<file path="config.mk">
export PLATFORM = sky130hd
export DESIGN_NAME = ufir_top
export DESIGN_NICKNAME = d
export VERILOG_FILES = /design/src/design/ufir_pkg.sv /design/src/design/ufir_top.sv
export VERILOG_INCLUDE_DIRS = /design/src /design/src/design
export SDC_FILE = /design/constraint.sdc
export NUM_CORES = 1
export LEC_CHECK = 0
export BUFFER_PORTS_ARGS = -buffer_cell sky130_fd_sc_hd__buf_2
export CORE_ASPECT_RATIO = 0.9
export CORE_MARGIN = 1
export CORE_UTILIZATION = 55
export DETAILED_ROUTE_END_ITERATION = 8
export GPL_TIMING_DRIVEN = 0
export PLACE_DENSITY = 0.72
export SLEW_MARGIN = 20
export SYNTH_ARGS = -nofsm -noshare
export SYNTH_HDL_FRONTEND = slang
export SYNTH_SLANG_ARGS = --single-unit
</file>
<file path="constraint.sdc">
create_clock -name sys_clk_in -period 10.1 [get_ports sys_clk_in]
set_input_delay 1.01 -clock sys_clk_in [delete_from_list [all_inputs] [get_ports sys_clk_in]]
set_output_delay 1.01 -clock sys_clk_in [all_outputs]
set_load 0.01 [all_outputs]
</file>
<file path="src/design/ufir_cfg.svh">
// ufir: register offsets, field positions, reset values and timing counts
`ifndef UFIR_CFG_SVH
`define UFIR_CFG_SVH

// ************************************
// register byte offsets
// ************************************
`define UFIR_A_DATA   8'h00
`define UFIR_A_IER    8'h04
`define UFIR_A_IIR    8'h08
`define UFIR_A_LCR    8'h0c
`define UFIR_A_LSR    8'h10
`define UFIR_A_DIV    8'h14
`define UFIR_A_IRC    8'h18

// ************************************
// field positions
// ************************************
`define UFIR_IER_RX    0
`define UFIR_IER_TX    1
`define UFIR_IER_LS    2
`define UFIR_FCR_EN    0
`define UFIR_FCR_RXRST 1
`define UFIR_FCR_TXRST 2
`define UFIR_FCR_TRIG  6
`define UFIR_IRC_PINS  0
`define UFIR_IRC_MODE  1
`define UFIR_IRC_HDEN  3
`define UFIR_IRC_STEPS 4
`define UFIR_IRC_MSEL  11
`define UFIR_IRC_R3SEL 12
`define UFIR_IRC_DDVAL 13
`define UFIR_IRC_TMVAL 14
`define UFIR_IRC_THIRD 15

// ************************************
// reset values
// ************************************
`define UFIR_LCR_RST  8'h03
`define UFIR_DIV_RST  16'h0001

// ************************************
// sizes and timing
// ************************************
`define UFIR_DEPTH     5'd16
`define UFIR_TO_CHARS  7'd4
`define UFIR_HD_MAX    7'd100
`define UFIR_CLK_NS    5
`define UFIR_CAR_NS    2000
`define UFIR_HD_STEP_NS 100000
`define UFIR_CAR_HALF  (`UFIR_CAR_NS / 2 / `UFIR_CLK_NS)

`endif

</file>
<file path="src/design/ufir_pkg.sv">
// ufir: shared types
package ufir_pkg;
	typedef enum logic [1:0] {UFIR_UART, UFIR_PULSE, UFIR_ASK} ufir_ir_mode_e;
	typedef enum logic {UFIR_RX_IDLE, UFIR_RX_BITS} ufir_rx_st_e;
	typedef enum logic {UFIR_DIR_TX, UFIR_DIR_RX} ufir_dir_e;
endpackage

</file>
<file path="src/design/ufir_top.sv">
// ufir: fifo uart with infrared encoding and ahb-lite register slave
//
// Local design decisions: register access over AHB-Lite and the register addresses.
`timescale 1ns/1ps
`include "ufir_cfg.svh"

module ufir_top import ufir_pkg::*; #(
	parameter int unsigned HD_STEP_CYC = `UFIR_HD_STEP_NS / `UFIR_CLK_NS
) (
	// clock and reset
	input  wire logic        sys_clk_in,
	input  wire logic        rstn_in,
	// ahb-lite slave
	input  wire logic        hsel_in,
	input  wire logic [7:0]  haddr_in,
	input  wire logic [1:0]  htrans_in,
	input  wire logic        hwrite_in,
	input  wire logic [2:0]  hsize_in,
	input  wire logic [31:0] hwdata_in,
	input  wire logic        hready_in,
	output logic      [31:0] hrdata_out,
	output logic             hreadyout_out,
	output logic             hresp_out,
	// serial and infrared pins
	input  wire logic        second_port_serial_in,
	input  wire logic        infrared_receive_pin_in,
	output logic             second_port_serial_out,
	output logic             infrared_transmit_pin_out,
	// drive density pin, two-way
	input  wire logic        drive_density_pin_in,
	output logic             drive_density_pin_out,
	output logic             drive_density_pin_oe_out,
	// interrupt
	output logic             irq_out
);

	// ************************************
	// declarations
	// ************************************
	logic        acc_q, acc_wr_q;
	logic [7:0]  acc_a_q;
	logic        wr, rd, accept;
	logic [2:0]  ier_q;
	logic [7:0]  lcr_q;
	logic [15:0] div_q, div_eff, base_q, pw, hold_len, hold_q;
	logic        fen_q;
	logic [1:0]  trig_q;
	logic        ir_pins_q, hd_en_q, msel_q, r3sel_q, dd_val_q, tm_val_q;
	ufir_ir_mode_e mode_q;
	logic [6:0]  hd_steps_q;
	logic [2:0]  s1_q, s2_q;
	logic        tick;
	logic [3:0]  char_bits, nd;
	logic [4:0]  cap;
	logic [7:0]  txf [16];
	logic [7:0]  rxf [16];
	logic [3:0]  tx_wp_q, tx_rp_q, rx_wp_q, rx_rp_q;
	logic [4:0]  tx_cnt_q, rx_cnt_q;
	logic        tx_push, tx_pop, tx_rst, rx_push, rx_pop, rx_rst, rx_done;
	logic [11:0] tx_sr_q, tx_fr;
	logic [3:0]  tx_left_q;
	logic [7:0]  tx_d;
	logic        tx_busy, tx_line, tx_done, tx_allow, enc;
	logic        arm_q, oe_q;
	logic [5:0]  dly_q;
	logic [6:0]  to_cnt_q;
	logic        to_flag, rx_trig_hit, thre_irq;
	logic [4:0]  trig_lvl;
	logic [2:0]  iid;
	logic        raw_rx, rx_line, rx_in, rx_block;
	ufir_rx_st_e rx_st_q;
	logic [15:0] rx_sub_q;
	logic [3:0]  rx_n_q;
	logic [7:0]  rx_sh_q;
	logic [8:0]  car_cnt_q;
	logic        car_q;
	logic        hd_run_q;
	ufir_dir_e   hd_dir_q;
	logic [6:0]  hd_step_q;
	logic [31:0] hd_sub_q;
	logic        third_q;
	logic [31:0] rdata;

	// ************************************
	// ahb-lite slave, one wait state
	// ************************************
	assign accept = hsel_in && htrans_in[1] && hready_in;
	assign wr = acc_q && acc_wr_q;
	assign rd = acc_q && !acc_wr_q;

	always_ff @(posedge sys_clk_in or negedge rstn_in) begin
		if (!rstn_in) begin
			acc_q <= 1'b0;
			acc_wr_q <= 1'b0;
			acc_a_q <= 8'h00;
			hreadyout_out <= 1'b1;
			hresp_out <= 1'b0;
			hrdata_out <= 32'h0000_0000;
		end else begin
			acc_q <= accept;
			hreadyout_out <= !accept;
			hresp_out <= 1'b0;
			if (accept) begin
				acc_wr_q <= hwrite_in;
				acc_a_q <= haddr_in;
			end
			if (rd) begin
				hrdata_out <= rdata;
			end
		end
	end

	// fifo bits read zero when disabled
	always_comb begin
		rdata = 32'h0000_0000;
		unique case (acc_a_q)
			`UFIR_A_DATA: rdata = {24'h0, rxf[rx_rp_q]};
			`UFIR_A_IER:  rdata = {29'h0, ier_q};
			`UFIR_A_IIR:  rdata = {24'h0, {2{fen_q}}, 2'b00, iid, !irq_out};
			`UFIR_A_LCR:  rdata = {24'h0, lcr_q};
			`UFIR_A_LSR:  rdata = {25'h0, tx_cnt_q == 5'd0 && !tx_busy,
				tx_cnt_q == 5'd0, 3'b000, oe_q, rx_cnt_q != 5'd0};
			`UFIR_A_DIV:  rdata = {16'h0, div_q};
			`UFIR_A_IRC:  rdata = {16'h0, third_q, tm_val_q, dd_val_q, r3sel_q,
				msel_q, hd_steps_q, hd_en_q, mode_q, ir_pins_q};
			default:      rdata = 32'h0000_0000;
		endcase
	end

	// ************************************
	// control registers
	// ************************************
	always_ff @(posedge sys_clk_in or negedge rstn_in) begin
		if (!rstn_in) begin
			ier_q <= 3'b000;
			lcr_q <= `UFIR_LCR_RST;
			div_q <= `UFIR_DIV_RST;
			fen_q <= 1'b0;
			trig_q <= 2'b00;
		end else if (wr) begin
			if (acc_a_q == `UFIR_A_IER) ier_q <= hwdata_in[2:0];
			if (acc_a_q == `UFIR_A_LCR) lcr_q <= hwdata_in[7:0];
			if (acc_a_q == `UFIR_A_DIV) div_q <= hwdata_in[15:0];
			if (acc_a_q == `UFIR_A_IIR) begin
				fen_q <= hwdata_in[`UFIR_FCR_EN];
				trig_q <= hwdata_in[`UFIR_FCR_TRIG +: 2];
			end
		end
	end

	// reset returns pin to drive density
	always_ff @(posedge sys_clk_in or negedge rstn_in) begin
		if (!rstn_in) begin
			ir_pins_q <= 1'b0;
			mode_q <= UFIR_UART;
			hd_en_q <= 1'b0;
			hd_steps_q <= 7'd0;
			msel_q <= 1'b0;
			r3sel_q <= 1'b0;
			dd_val_q <= 1'b0;
			tm_val_q <= 1'b0;
		end else if (wr && acc_a_q == `UFIR_A_IRC) begin
			ir_pins_q <= hwdata_in[`UFIR_IRC_PINS];
			// unused mode code falls back to plain serial
			mode_q <= (hwdata_in[`UFIR_IRC_MODE +: 2] == 2'b11) ? UFIR_UART :
				ufir_ir_mode_e'(hwdata_in[`UFIR_IRC_MODE +: 2]);
			hd_en_q <= hwdata_in[`UFIR_IRC_HDEN];
			// steps clamp at the 10 ms ceiling
			hd_steps_q <= (hwdata_in[`UFIR_IRC_STEPS +: 7] > `UFIR_HD_MAX) ?
				`UFIR_HD_MAX : hwdata_in[`UFIR_IRC_STEPS +: 7];
			msel_q <= hwdata_in[`UFIR_IRC_MSEL];
			r3sel_q <= hwdata_in[`UFIR_IRC_R3SEL];
			dd_val_q <= hwdata_in[`UFIR_IRC_DDVAL];
			tm_val_q <= hwdata_in[`UFIR_IRC_TMVAL];
		end
	end

	// ************************************
	// pin synchronisers and baud tick
	// ************************************
	always_ff @(posedge sys_clk_in or negedge rstn_in) begin
		if (!rstn_in) begin
			s1_q <= 3'b001;
			s2_q <= 3'b001;
		end else begin
			s1_q <= {drive_density_pin_in, infrared_receive_pin_in, second_port_serial_in};
			s2_q <= s1_q;
		end
	end

	// divisor zero behaves as one
	assign div_eff = (div_q == 16'h0) ? 16'h0001 : div_q;
	assign tick = (base_q >= div_eff - 16'h0001);

	always_ff @(posedge sys_clk_in or negedge rstn_in) begin
		if (!rstn_in) base_q <= 16'h0000;
		else base_q <= tick ? 16'h0000 : base_q + 16'h0001;
	end

	// bits per char from line format
	assign nd = 4'd5 + {2'b00, lcr_q[1:0]};
	assign char_bits = 4'd7 + {2'b00, lcr_q[1:0]} + {3'b000, lcr_q[3]} + {3'b000, lcr_q[2]};
	assign cap = fen_q ? `UFIR_DEPTH : 5'd1;

	// ************************************
	// transmit fifo
	// ************************************
	assign tx_rst = wr && acc_a_q == `UFIR_A_IIR && hwdata_in[`UFIR_FCR_TXRST];
	// no load while holding a full fifo
	assign tx_push = wr && acc_a_q == `UFIR_A_DATA && tx_cnt_q < cap;
	// idle shifter takes next byte itself
	assign tx_pop = tick && !tx_busy && tx_cnt_q != 5'd0 && tx_allow;

	always_ff @(posedge sys_clk_in) begin
		if (tx_push) txf[tx_wp_q] <= hwdata_in[7:0];
	end

	always_ff @(posedge sys_clk_in or negedge rstn_in) begin
		if (!rstn_in) begin
			tx_wp_q <= 4'h0;
			tx_rp_q <= 4'h0;
			tx_cnt_q <= 5'd0;
		end else if (tx_rst) begin
			tx_wp_q <= 4'h0;
			tx_rp_q <= 4'h0;
			tx_cnt_q <= 5'd0;
		end else begin
			if (tx_push) tx_wp_q <= tx_wp_q + 4'h1;
			if (tx_pop) tx_rp_q <= tx_rp_q + 4'h1;
			tx_cnt_q <= tx_cnt_q + {4'h0, tx_push} - {4'h0, tx_pop};
		end
	end

	// ************************************
	// transmit shifter
	// ************************************
	assign tx_d = txf[tx_rp_q] & 8'(8'hff >> (2'd3 - lcr_q[1:0]));

	always_comb begin
		tx_fr = (12'hfff << (nd + 4'd1)) | {3'b000, tx_d, 1'b0};
		if (lcr_q[3]) tx_fr[nd + 4'd1] = lcr_q[5] ? !lcr_q[4] : (^tx_d ^ !lcr_q[4]);
	end

	assign tx_busy = tx_left_q != 4'd0;
	assign tx_done = tick && tx_left_q == 4'd1;
	assign tx_line = lcr_q[6] ? 1'b0 : (tx_busy ? tx_sr_q[0] : 1'b1);

	always_ff @(posedge sys_clk_in or negedge rstn_in) begin
		if (!rstn_in) begin
			tx_sr_q <= 12'hfff;
			tx_left_q <= 4'd0;
		end else if (tx_pop) begin
			tx_sr_q <= tx_fr;
			tx_left_q <= char_bits;
		end else if (tick && tx_busy) begin
			tx_sr_q <= {1'b1, tx_sr_q[11:1]};
			tx_left_q <= tx_left_q - 4'd1;
		end
	end

	// ************************************
	// transmit-empty interrupt pacing
	// ************************************
	always_ff @(posedge sys_clk_in or negedge rstn_in) begin
		if (!rstn_in) begin
			arm_q <= 1'b1;
			dly_q <= 6'd0;
		end else begin
			// first byte into empty fifo waits a char
			if (tx_push && tx_cnt_q == 5'd0 && arm_q) dly_q <= {2'b00, char_bits};
			else if (tick && dly_q != 6'd0) dly_q <= dly_q - 6'd1;
			// two bytes together drop the delay
			if (tx_cnt_q >= 5'd2) arm_q <= 1'b0;
			else if (tx_cnt_q == 5'd0 && dly_q == 6'd0) arm_q <= 1'b1;
		end
	end

	// empty and enabled, outside the delay
	// a load masks it before the count turns nonzero
	assign thre_irq = ier_q[`UFIR_IER_TX] && tx_cnt_q == 5'd0 && dly_q == 6'd0 && !tx_push;

	// ************************************
	// infrared encoding and pin selection
	// ************************************
	assign pw = ((div_eff >> 3) + (div_eff >> 4) == 16'h0) ? 16'h0001 :
		(div_eff >> 3) + (div_eff >> 4);

	always_ff @(posedge sys_clk_in or negedge rstn_in) begin
		if (!rstn_in) begin
			car_cnt_q <= 9'd0;
			car_q <= 1'b0;
		end else if (car_cnt_q == 9'(`UFIR_CAR_HALF - 1)) begin
			car_cnt_q <= 9'd0;
			car_q <= !car_q;
		end else begin
			car_cnt_q <= car_cnt_q + 9'd1;
		end
	end

	always_comb begin
		unique case (mode_q)
			// short pulse at the head of a zero bit
			UFIR_PULSE: enc = !tx_line && base_q < pw;
			// carrier for the whole zero bit
			UFIR_ASK:   enc = !tx_line && car_q;
			default:    enc = tx_line;
		endcase
	end

	// infrared on the chosen pin pair
	always_ff @(posedge sys_clk_in or negedge rstn_in) begin
		if (!rstn_in) begin
			second_port_serial_out <= 1'b1;
			infrared_transmit_pin_out <= 1'b0;
		end else begin
			second_port_serial_out <= (mode_q == UFIR_UART || !ir_pins_q) ? enc : 1'b1;
			infrared_transmit_pin_out <= (mode_q != UFIR_UART && ir_pins_q) ? enc : 1'b0;
		end
	end

	// ************************************
	// receive decode and blocking
	// ************************************
	assign raw_rx = (mode_q != UFIR_UART && ir_pins_q) ? s2_q[1] : s2_q[0];
	// a pulse or carrier burst stretches to a low bit
	assign hold_len = (mode_q == UFIR_PULSE) ? div_eff : 16'(2 * `UFIR_CAR_HALF);

	always_ff @(posedge sys_clk_in or negedge rstn_in) begin
		if (!rstn_in) hold_q <= 16'h0000;
		// plain mode keeps no hold, so a mode switch starts no false frame
		else if (mode_q == UFIR_UART) hold_q <= 16'h0000;
		else if (raw_rx) hold_q <= hold_len;
		else if (hold_q != 16'h0000) hold_q <= hold_q - 16'h0001;
	end

	assign rx_line = (mode_q == UFIR_UART) ? raw_rx : (hold_q == 16'h0000);
	// receiver deaf while sending or after
	assign rx_block = hd_en_q && (tx_busy || (hd_run_q && hd_dir_q == UFIR_DIR_TX));
	assign rx_in = rx_block ? 1'b1 : rx_line;
	assign tx_allow = !hd_en_q ||
		!(rx_st_q == UFIR_RX_BITS || (hd_run_q && hd_dir_q == UFIR_DIR_RX));

	// ************************************
	// receive shifter
	// ************************************
	assign rx_done = rx_st_q == UFIR_RX_BITS && rx_sub_q == 16'h0000 &&
		rx_n_q == char_bits - 4'd1 - {3'b000, lcr_q[2]};

	always_ff @(posedge sys_clk_in or negedge rstn_in) begin
		if (!rstn_in) begin
			rx_st_q <= UFIR_RX_IDLE;
			rx_sub_q <= 16'h0000;
			rx_n_q <= 4'd0;
			rx_sh_q <= 8'h00;
		end else begin
			unique case (rx_st_q)
				UFIR_RX_IDLE: begin
					if (!rx_in) begin
						rx_st_q <= UFIR_RX_BITS;
						rx_sub_q <= div_eff >> 1;
						rx_n_q <= 4'd0;
					end
				end
				UFIR_RX_BITS: begin
					if (rx_sub_q != 16'h0000) begin
						rx_sub_q <= rx_sub_q - 16'h0001;
					end else begin
						rx_sub_q <= div_eff - 16'h0001;
						rx_n_q <= rx_n_q + 4'd1;
						if (rx_n_q >= 4'd1 && rx_n_q <= nd) rx_sh_q <= {rx_in, rx_sh_q[7:1]};
						// false start or first stop bit ends the frame
						if ((rx_n_q == 4'd0 && rx_in) || rx_done) rx_st_q <= UFIR_RX_IDLE;
					end
				end
			endcase
		end
	end

	// ************************************
	// receive fifo, overrun, timeout
	// ************************************
	assign rx_rst = wr && acc_a_q == `UFIR_A_IIR && hwdata_in[`UFIR_FCR_RXRST];
	// capacity 16 with fifo enabled, else 1, trigger aside
	assign rx_push = rx_done && rx_cnt_q < cap;
	assign rx_pop = rd && acc_a_q == `UFIR_A_DATA && rx_cnt_q != 5'd0;

	always_ff @(posedge sys_clk_in) begin
		if (rx_push) rxf[rx_wp_q] <= 8'(rx_sh_q >> (4'd8 - nd));
	end

	always_ff @(posedge sys_clk_in or negedge rstn_in) begin
		if (!rstn_in) begin
			rx_wp_q <= 4'h0;
			rx_rp_q <= 4'h0;
			rx_cnt_q <= 5'd0;
		end else if (rx_rst) begin
			rx_wp_q <= 4'h0;
			rx_rp_q <= 4'h0;
			rx_cnt_q <= 5'd0;
		end else begin
			if (rx_push) rx_wp_q <= rx_wp_q + 4'h1;
			if (rx_pop) rx_rp_q <= rx_rp_q + 4'h1;
			rx_cnt_q <= rx_cnt_q + {4'h0, rx_push} - {4'h0, rx_pop};
		end
	end

	// char into a full fifo flags overrun
	always_ff @(posedge sys_clk_in or negedge rstn_in) begin
		if (!rstn_in) oe_q <= 1'b0;
		else if (rx_done && !rx_push) oe_q <= 1'b1;
		else if (rd && acc_a_q == `UFIR_A_LSR) oe_q <= 1'b0;
	end

	// any push or pop restarts the idle count
	always_ff @(posedge sys_clk_in or negedge rstn_in) begin
		if (!rstn_in) to_cnt_q <= 7'd0;
		else if (rx_push || rx_pop || rx_rst) to_cnt_q <= 7'd0;
		else if (tick && rx_cnt_q != 5'd0 && !to_flag) to_cnt_q <= to_cnt_q + 7'd1;
	end

	// four char times of quiet with data held
	assign to_flag = fen_q && rx_cnt_q != 5'd0 && to_cnt_q >= 7'(`UFIR_TO_CHARS * char_bits);

	always_comb begin
		unique case (trig_q)
			2'd0: trig_lvl = 5'd1;
			2'd1: trig_lvl = 5'd4;
			2'd2: trig_lvl = 5'd8;
			2'd3: trig_lvl = 5'd14;
		endcase
	end

	// count at trigger with fifo enabled, else at one
	assign rx_trig_hit = rx_cnt_q >= (fen_q ? trig_lvl : 5'd1);

	// ************************************
	// interrupt identification
	// ************************************
	always_comb begin
		if (ier_q[`UFIR_IER_LS] && oe_q) iid = 3'b011;
		else if (ier_q[`UFIR_IER_RX] && rx_trig_hit) iid = 3'b010;
		else if (ier_q[`UFIR_IER_RX] && to_flag) iid = 3'b110;
		else if (thre_irq) iid = 3'b001;
		else iid = 3'b000;
	end

	always_ff @(posedge sys_clk_in or negedge rstn_in) begin
		if (!rstn_in) irq_out <= 1'b0;
		else irq_out <= iid != 3'b000;
	end

	// ************************************
	// half-duplex turnaround timer
	// ************************************
	always_ff @(posedge sys_clk_in or negedge rstn_in) begin
		if (!rstn_in) begin
			hd_run_q <= 1'b0;
			hd_dir_q <= UFIR_DIR_TX;
			hd_step_q <= 7'd0;
			hd_sub_q <= 32'd0;
		end else if (hd_en_q && (tx_done || rx_done)) begin
			// restart at end of each sent byte
			// restart at end of each received char
			hd_run_q <= hd_steps_q != 7'd0;
			hd_dir_q <= tx_done ? UFIR_DIR_TX : UFIR_DIR_RX;
			hd_step_q <= hd_steps_q;
			hd_sub_q <= 32'd0;
		end else if (hd_run_q) begin
			if (hd_sub_q == HD_STEP_CYC - 1) begin
				hd_sub_q <= 32'd0;
				hd_step_q <= hd_step_q - 7'd1;
				if (hd_step_q == 7'd1) hd_run_q <= 1'b0;
			end else begin
				hd_sub_q <= hd_sub_q + 32'd1;
			end
		end
	end

	// ************************************
	// drive density pin mux
	// ************************************
	// pin role from mode and third-input selects
	always_ff @(posedge sys_clk_in or negedge rstn_in) begin
		if (!rstn_in) begin
			drive_density_pin_out <= 1'b0;
			drive_density_pin_oe_out <= 1'b1;
			third_q <= 1'b0;
		end else begin
			drive_density_pin_out <= msel_q ? tm_val_q : dd_val_q;
			drive_density_pin_oe_out <= !(msel_q && r3sel_q);
			third_q <= (msel_q && r3sel_q) ? s2_q[2] : 1'b0;
		end
	end

endmodule // ufir_top

</file>
# Word level (Yosys, flattened, before mapping)
# Memory sizes are Yosys's and may differ from the RTL's.
# Cells that the tools add are included.
# totals
regBits	269
ram_bits	256
word_cells	310
n_memories	2
# classes
add_sub_neg	29
n_lt_le_gt_ge	12
n_eq_ne	19
n_shift	3
mux	80
bitwise_logic	6
n_reduce_logical	109
# memory_table
name	depth	width	read_ports	rd_ports_with_merged_regs	write_ports	line_no	text
rxf	16	8	1	0	1	ufir_top.sv:56	logic [7:0] rxf [16];
txf	16	8	1	0	1	ufir_top.sv:55	logic [7:0] txf [16];
# op_table
operator	n
$mux W16	8
$pmux W16 S7	1
$mux W32	3
$logic_not A16 Y1	4
$logic_and A1 B1 Y1	48
$mux W4	12
$sub A16 B1 Y16 const B	3
$mux W7	6
$mux W12	3
$add A32 B1 Y32 const B	1
$eq A32 B15 Y1 const B	1
$pmux W16 S2	1
$reduce_bool A16 Y1	2
$mux W1	28
$add A4 B1 Y4 const B	6
$eq A8 B5 Y1 const B	3
$reduce_bool A2 Y1	12
$mux W5	4
$pmux W5 S4	1
$add A16 B1 Y16 const B	1
$eq A8 B4 Y1 const B	2
$ge A16 B16 Y1	1
$lt A16 B14 Y1	1
$add A13 B12 Y14	1
59 further kinds	105

# Longest topological paths before layout
# Gate-level depths: netlist (run 1).
# depth
ltp_word	11
mapped_depth	34

# Least setup slack after synthesis (run 1)
# No wires, ideal clock.
# synth_timing
kind	register to register
start	register div_q[1]
end	register tx_cnt_q[4]
setup_ns	0.132
arrival_ns	5.668
slack_ns	4.300
path_stages_with_launch	31
path_buffers	3
period_less_slack_ns	5.800
cell_sequence	dfrtp_1 > or3_1 > or3_1 > clkbuf_1 > clkbuf_1 > nand2_1 > ha_1 > a21boi_0 > o21ai_0 > a21boi_0 > o2111ai_1 > xnor2_1 > ha_1 > nand4_1 > nor2_1 > o21ai_0 > o221ai_1 > clkbuf_1 > nand2_1 > inv_2 > ha_1 > inv_1 > ha_1 > inv_1 > fa_1 > nor2_1 > nor2_1 > nor2_1 > nor2_1 > xnor2_1 > nor2_1
# synth_via
elab_chain_cells	9
# synth_rtl
element	line_no	text
start, declared	ufir_top.sv:45	logic [15:0] div_q, div_eff, base_q, pw, hold_len, hold_q;
start signal, assigned	ufir_top.sv:137	div_q <= `UFIR_DIV_RST;
start signal, assigned	ufir_top.sv:143	if (acc_a_q == `UFIR_A_DIV) div_q <= hwdata_in[15:0];
$logic_not A16 Y1	ufir_top.sv:192	assign div_eff = (div_q == 16'h0) ? 16'h0001 : div_q;
$mux W16 *	ufir_top.sv:192	
$sub A16 B1 Y16 *	ufir_top.sv:193	assign tick = (base_q >= div_eff - 16'h0001);
$ge A16 B16 Y1 *	ufir_top.sv:193	
$logic_and A1 B1 Y1 * (3 in a row)	ufir_top.sv:212	assign tx_pop = tick && !tx_busy && tx_cnt_q != 5'd0 && tx_allow;
$sub A5 B1 Y5 *	ufir_top.sv:230	tx_cnt_q <= tx_cnt_q + {4'h0, tx_push} - {4'h0, tx_pop};
$mux W5 *	ufir_top.sv:223	end else if (tx_rst) begin
end signal, assigned	ufir_top.sv:230	
end, declared	ufir_top.sv:58	logic [4:0] tx_cnt_q, rx_cnt_q;
# Mark *: on every way between the ends. The rest lies on a longest branch, timed or not.
# A chain may end at the register's enable or synchronous reset.

# Final worst setup path (run 1)
# layout_timing
start	register div_q[15]
end	register tx_cnt_q[4]
# Same word-level chain as after synthesis.

==> metrics.cfg, run 1 <==
[status]
outcome = finished, final reports clean

[cells_and_area]
layout.cells.most_common = edfxtp_1
design_area_um2 = 29100
nets = 2514
mostFrequentLayoutCells = 256 x edfxtp_1, 232 x dfrtp_1, 203 x nand2_1
instances_no_fill = 2979
num_antenna_cells = 0
drive_gt1_share_pct = 15.2
area_growth_pct = 12.0
n_fill_cell = 3533

[clock_tree]
cts_hold_buf = 0
cts_setup_buffers = 0
cts_root_buf = clkbuf_16
tritoncts = yes
cts.sinks = 509
clk_latency_ps = 640
htreeDepth = 2
cts_max_path_buffers = 3
cts-resized-gates = 0
cts_buffers = 52
clk_pin_slew_ps = 60

[critical_path]
critPathLaunchType = flop
worstReg2RegStart = div_q[15]$_DFFE_PN0P_
criticalPathCategory = reg -> reg
path_max_fanout = 10
critPathBufInv = 8
slowest_delay_ps = 670
end_kind = flop
cp.required_ps = 10590
ff2ff_setup_slack_ps = 2170
r2r_end = tx_cnt_q[4]$_DFF_PN0_
cpMostUsedCell = nor2_1
reg2reg_depth = 34
path_delay_family = simple AND/OR/NAND/NOR gates
worstPathArrival_ps = 8420
crit_path_top_delay_cell = dfrtp_1

[sta]
finalMaxSlewViolations = 0
min_period_ps = 7930
fin_setup_tns_ps = 0
skew_ps = 44.2
rsz0062_at_grt = false
slew_headroom_pct = 29.9
worstMarginPinSlew_ps = 1050
min_period_over_period_pct = 78.5
hold_viol = 0
max_freq_mhz = 126
setup-violations-final = 0
fin_hold_ws_ps = 356

[pwr]
vdd_ir_drop_max_uv = 154
power_density_nw_per_um2 = 174
p_leak_uw = 0.0117
finalPower_uw = 5070

[placed_design]
place_area_um2 = 27300
place_congestion = 0.936
port_buffers = 54
dp_hpwl_um = 45600
placed_cells = 2882

[yosys]
synth_fa_ha_area_share_pct = 6.90
synth_compound_area_share_pct = 9.35
synth_area_um2 = 26000
synthMuxAreaShare_pct = 9.70
synth_xor_area_share_pct = 3.87
yosysWarnings = 0
seq_area_frac_synth_pct = 54.0
synth-simple-area-share_pct = 12.4
avgSynthCellArea_um2 = 11.9
ys.flop_type = edfxtp_1
syn_inst = 2186
synth_top_family_by_area = simple AND/OR/NAND/NOR gates
synthArstFlopShare_pct = 49.7
ys_types = 80
synth_edf_count = 256
synth_seq_cells = 509

[drt]
dr.first_iter.drc_count = 1598
remaining_drc_errors = 0
via_count = 18000
dr.pass1.iters = 6
drtAntennaViolNets = 0
wl_per_cell_um = 21.5
via_per_inst = 6.05
totalWireLength_um = 64100

[grt]
grt_pass1_wl_um = 101000
grt_max_degree = 95
grt_pass1_vias = 18000
overflow = 0
track_usage_pct = 27.3
antenna_found_initial = 0

[worst_hold_path]
hp-start = s1_q[0]$_DFF_PN1_
hold_path_depth = 0
hold_class = reg -> reg
holdPathEnd = s2_q[0]$_DFF_PN1_

[die]
dieHeight_um = 208
start_util_pct = 55.8
die_w_um = 231
coreArea_um2 = 46600
die_area_um2 = 48200
ios = 92
rows = 75

[flow_run]
maxCapViolCount = 0

[worst max-delay path by stage]
stage	start	slack (ps)	depth (start not counted)	end
CTS	div_q[15]$_DFFE_PN0P_	2340	34	tx_cnt_q[4]$_DFF_PN0_
floorplan	div_q[1]$_DFFE_PN0P_	4300	30	tx_cnt_q[4]$_DFF_PN0_
finish	div_q[15]$_DFFE_PN0P_	2170	34	tx_cnt_q[4]$_DFF_PN0_
global route	div_q[5]$_DFFE_PN0P_	1550	32	tx_cnt_q[4]$_DFF_PN0_
detailed placement	div_q[15]$_DFFE_PN0P_	2370	34	tx_cnt_q[4]$_DFF_PN0_
global placement	div_q[15]$_DFFE_PN0P_	2440	34	tx_cnt_q[4]$_DFF_PN0_
[Yosys cell counts (16+ instances only)]
cell type    n  area [um2]
dfrtp_1    232        5810
mux2i_1     42         420
nand3_1     53         265
ha_1       137        1710
nor2_1     158         593
xor2_1      46         403
a22oi_1     24         180
edfxtp_1   256        7690
mux4_2      62        1400
nand2_1    203         762
a21o_1      22         165
o31ai_1     17         128
or3_1       16         100
nand4_1     26         163
nor3_1      37         185
o21ai_0    116         581
nor4_1      25         156
or4_1       24         180
mux2_2      51         574
inv_1      110         413
buf_4       22         165
clkbuf_1    63         236
xnor2_1     60         526
a21oi_1     98         490
and3_1      28         175
and2_1      20         125
nand2b_1    17         106
dfstp_2     21         552
[sequential cells by signal, summed over array words and instances, names as in the netlist, 9 cells and up]
name / cells
rx_sub_q: 16
hrdata_out: 16
base_q: 16
rxf: 128
div_q: 16
txf: 128
car_cnt_q: 9
tx_sr_q: 12
hold_q: 16
hd_sub_q: 32
[layout make-up]
cell class	instances	area (um2)	share of cell area, %
clock buffers	69	1450	4.96
plain buffers	111	564	1.94
multi-input cells	1470	11100	38.2
clock inverters	28	375	1.29
flip-flops and latches	509	14000	48.2
inverters	112	420	1.44
well taps	616	771	2.65
repair buffers	64	388	1.33
[worst register-to-register path: cells and delay by family, from the launching register on]
| family | cells | cell delay [ps] |
|---|---|---|
| compound gates | 3 | 1210 |
| xor+xnor | 2 | 490 |
| fa+ha+maj | 6 | 1550 |
| buf+inv | 8 | 1830 |
| flops | 1 | 670 |
| simple gates | 15 | 2090 |
[metal layers]
| layer | vias up | track usage, % | wire, um |
|---|---|---|---|
| li1 | 8267 | - | - |
| met4 | 0 | 9.89 | 2290 |
| met5 | - | 0 | 0 |
| met1 | 8951 | 38.0 | 27700 |
| met2 | 651 | 42.3 | 29500 |
| met3 | 150 | 5.73 | 4670 |
[where the power goes]
part	switching, uW	leakage (uW)	internal (uW)
Clock	860	0.000881	1170
Sequential	95.3	0.00517	2260
Combinational	389	0.00561	297
Total	1340	0.0117	3730
[metrics by stage]
| stage | setup WS (ps) | utilization (%) |
|---|---|---|
| floorplan | 4300 | - |
| global placement | 2440 | 58.1 |
| detailed placement | 2370 | 58.5 |
| CTS | 2340 | 62.4 |
| global route | 1550 | 62.5 |
| finish | 2170 | 62.5 |
[kinds of logic (layout without fill, tap and decap cells)]
family / after synthesis / after routing
other: 1 / 17
flip-flops: 509 / 509
XOR/XNOR: 110 / 110
multiplexers: 160 / 160
AND/OR/NAND/NOR: 660 / 660
buffers and inverters: 223 / 384
AO/OA/AOI/OAI: 382 / 382
adder cells (fa/ha/maj): 141 / 141
(Power assumes the default switching activity.)
==> inputs of run 2 (changes only) <==
Settings changed: PLACE_DENSITY 0.72 to 0.75.
Clock period 10.1 ns to 7 ns, I/O delays scaled along.
==> run 2 against run 1 <==
Effect of this change:
- cell count is essentially flat
- critical endpoint is now infrared_transmit_pin_out$_DFF_PN0_
- final area about the same
- die area stayed put
- routed wire length fell by 0.76%
- first-iteration DRC count rose by 14%
- highest routed layer unchanged
- clock skew up 9.9 ps
- combinational power up 43%
- via count up 1.1%
- core utilization is essentially flat
==> metrics.cfg, run 2 (synthesis gave the netlist of run 1 again) <==
[grt]
track_usage_pct = 26.8  ; -0.50 points
overflow = 0  ; unchanged
busiest_layer = met2
grt_use_met3_pct = 3.37  ; -2.4 points
met1_usage_pct = 38.4  ; +0.40 points
antenna_found_initial = 2  ; +2
use_met2_pct = 41.8  ; -0.50 points
grt_max_degree = 79  ; -17%
grt_pass1_wl_um = 100000  ; -0.71%
grt_pass1_vias = 17900  ; -0.51%

[worst_hold_path]
hp-start = drive_density_pin_in
hold_path_depth = 1  ; +1
holdPathEnd = s1_q[2]$_DFF_PN0_
hold_class = in -> reg

[drt]
wl_per_cell_um = 21.4  ; -0.72%
dr.first_iter.drc_count = 1828  ; +14%
remaining_drc_errors = 0  ; unchanged
totalWireLength_um = 63600  ; -0.76%
via_per_inst = 6.11  ; +1.1%
via_count = 18200  ; +1.1%
dr.pass1.iters = 7  ; +1
drtAntennaViolNets = 0  ; unchanged

[clock_tree]
cts_root_buf = clkbuf_16
cts_buffers = 52  ; unchanged
htreeDepth = 2  ; unchanged
clk_pin_slew_ps = 60  ; about the same
cts.sinks = 509  ; unchanged
tritoncts = yes
cts_max_path_buffers = 3  ; unchanged
clk_latency_ps = 630  ; about the same

[critical_path]
worstPathArrival_ps = 7160  ; -1260 ps
r2r_end = infrared_transmit_pin_out$_DFF_PN0_
reg2reg_depth = 26  ; -24%
worstReg2RegStart = div_q[2]$_DFFE_PN0P_
criticalPathCategory = reg -> reg
cp.required_ps = 7520  ; -3070 ps
critPathLaunchType = flop
end_kind = flop
path_max_fanout = 10  ; unchanged
ff2ff_setup_slack_ps = 360  ; -1810 ps

[sta]
min_period_over_period_pct = 94.9  ; +16 points
slew_headroom_pct = 25.0  ; -4.8 points
finalMaxSlewViolations = 0  ; unchanged
skew_ps = 54.1  ; +9.90 ps
fin_setup_tns_ps = 0  ; unchanged
worstMarginPinSlew_ps = 1110  ; +60.9 ps
max_freq_mhz = 151  ; +19%
min_period_ps = 6640  ; -1290 ps
setup-violations-final = 0  ; unchanged
hold_viol = 0  ; unchanged

[placed_design]
dp_hpwl_um = 45100  ; -1.1%
port_buffers = 54  ; unchanged
placed_cells = 2880  ; -0.069%
place_congestion = 0.938  ; +0.20%

[flow_run]
maxCapViolCount = 0  ; unchanged

[cells_and_area]
n_fill_cell = 3531  ; -0.057%
num_antenna_cells = 0  ; unchanged
reg_top3 = rxf x128, txf x128, hd_sub_q x32
drive_gt1_share_pct = 15.5  ; +0.30 points
layout.cells.most_common = edfxtp_1
mostFrequentLayoutCells = 256 x edfxtp_1, 231 x dfrtp_1, 202 x nand2_1
area_growth_pct = 12.0  ; about the same
instances_no_fill = 2978  ; -0.034%
nets = 2512  ; -0.080%

[die]
ios = 92  ; unchanged
start_util_pct = 55.8  ; unchanged
coreArea_um2 = 46600  ; unchanged
die_w_um = 231  ; unchanged
die_area_um2 = 48200  ; unchanged
dieHeight_um = 208  ; unchanged
rows = 75  ; unchanged

[pwr]
vdd_ir_drop_max_uv = 200  ; +30%
p_leak_uw = 0.0116  ; -0.12%
power_density_nw_per_um2 = 247  ; +42%

[status]
outcome = finished, final reports clean

## run 2: changes by cell type in the layout (fill, tap and decap cells not counted), moves of 2 or more
cell	before	now
a21boi_0	8	6
a21boi_2	0	2
buf_2	71	68
bufinv_16	6	4
clkbuf_2	0	2
clkinv_2	5	9
clkinv_4	4	1
inv_6	2	0
o21ai_0	114	112
## run 2: routing by layer
layer  vias up  share of wire (%)  wire length, um
met5         -                  0                0
met4         0                3.2             2010
met3       124                6.8             4320
met2       729                 47            29900
met1      9115                 43            27400
li1       8242                  -                -
## run 2: power by group
part / total, uW / switching, uW / internal (uW)
combinational: 984 / 554 / 430
sequential: 3390 / 134 / 3260
clock: 2830 / 1220 / 1610
total: 7200 / 1900 / 5300
## run 2: worst max path at each step
stage / from / to / cells past startpoint
after CTS: lcr_q[0]$_DFFE_PN1P_ / rx_cnt_q[4]$_DFF_PN0_ / 27
after floorplan: div_q[1]$_DFFE_PN0P_ / tx_cnt_q[4]$_DFF_PN0_ / 30
after detailed placement: div_q[15]$_DFFE_PN0P_ / tx_cnt_q[4]$_DFF_PN0_ / 34
after global routing: div_q[10]$_DFFE_PN0P_ / tx_cnt_q[4]$_DFF_PN0_ / 32
after global placement: div_q[15]$_DFFE_PN0P_ / tx_cnt_q[4]$_DFF_PN0_ / 34
final: div_q[2]$_DFFE_PN0P_ / infrared_transmit_pin_out$_DFF_PN0_ / 26
## run 2: stage by stage
step	power [uW]	cell area (um2)	utilization, %	setup WS [ps]	hold WS (ps)
after floorplan	4130	26100	-	1200	331
after global placement	4360	27100	58.1	-384	338
after detailed placement	4410	27300	58.5	-536	343
after CTS	7230	29100	62.3	3.64	182
after global routing	7460	29100	62.4	-20.3	195
final	7200	29100	62.4	359	208
## run 2: critical path, cell delays in order, from the launching register on
cell and delay, ps:
dfrtp_1 510, or3_1 430, or3_1 380, clkbuf_1 170, clkbuf_2 250, nand2_1 230
inv_1 120, ha_1 230, inv_1 80, fa_1 210, nor2b_1 60, o21ai_0 220
a21oi_1 130, o31ai_1 300, a21oi_1 160, o21ai_2 220, a21boi_0 150, or2_2 330
ha_1 300, a21o_1 160, a21oi_1 160, o2111ai_1 170, or4b_2 700, and4b_1 300
o2111ai_1 140, o31ai_2 260, and2_1 160
## run 2: repair_timing
| action | CTS | global route |
|---|---|---|
| setup buffers | 0 | 0 |
| setup endpoints to repair | 5 | 138 |
| resized for setup | 5 | 17 |
| pin swaps | 0 | 1 |
| hold buffers | 1 | 0 |
| endpoints found under the hold margin | 41 | 0 |
## run 2: final cells by class
type | instances | area [um2] | area share (%)
clock buffer | 73 | 1460 | 5.02
timing repair buffer | 63 | 410 | 1.41
tap | 616 | 771 | 2.65
multi-input combinational | 1470 | 11100 | 38.3
clock inverter | 25 | 289 | 0.993
sequential | 509 | 14000 | 48.2
inverter | 112 | 420 | 1.44
buffer | 110 | 567 | 1.95
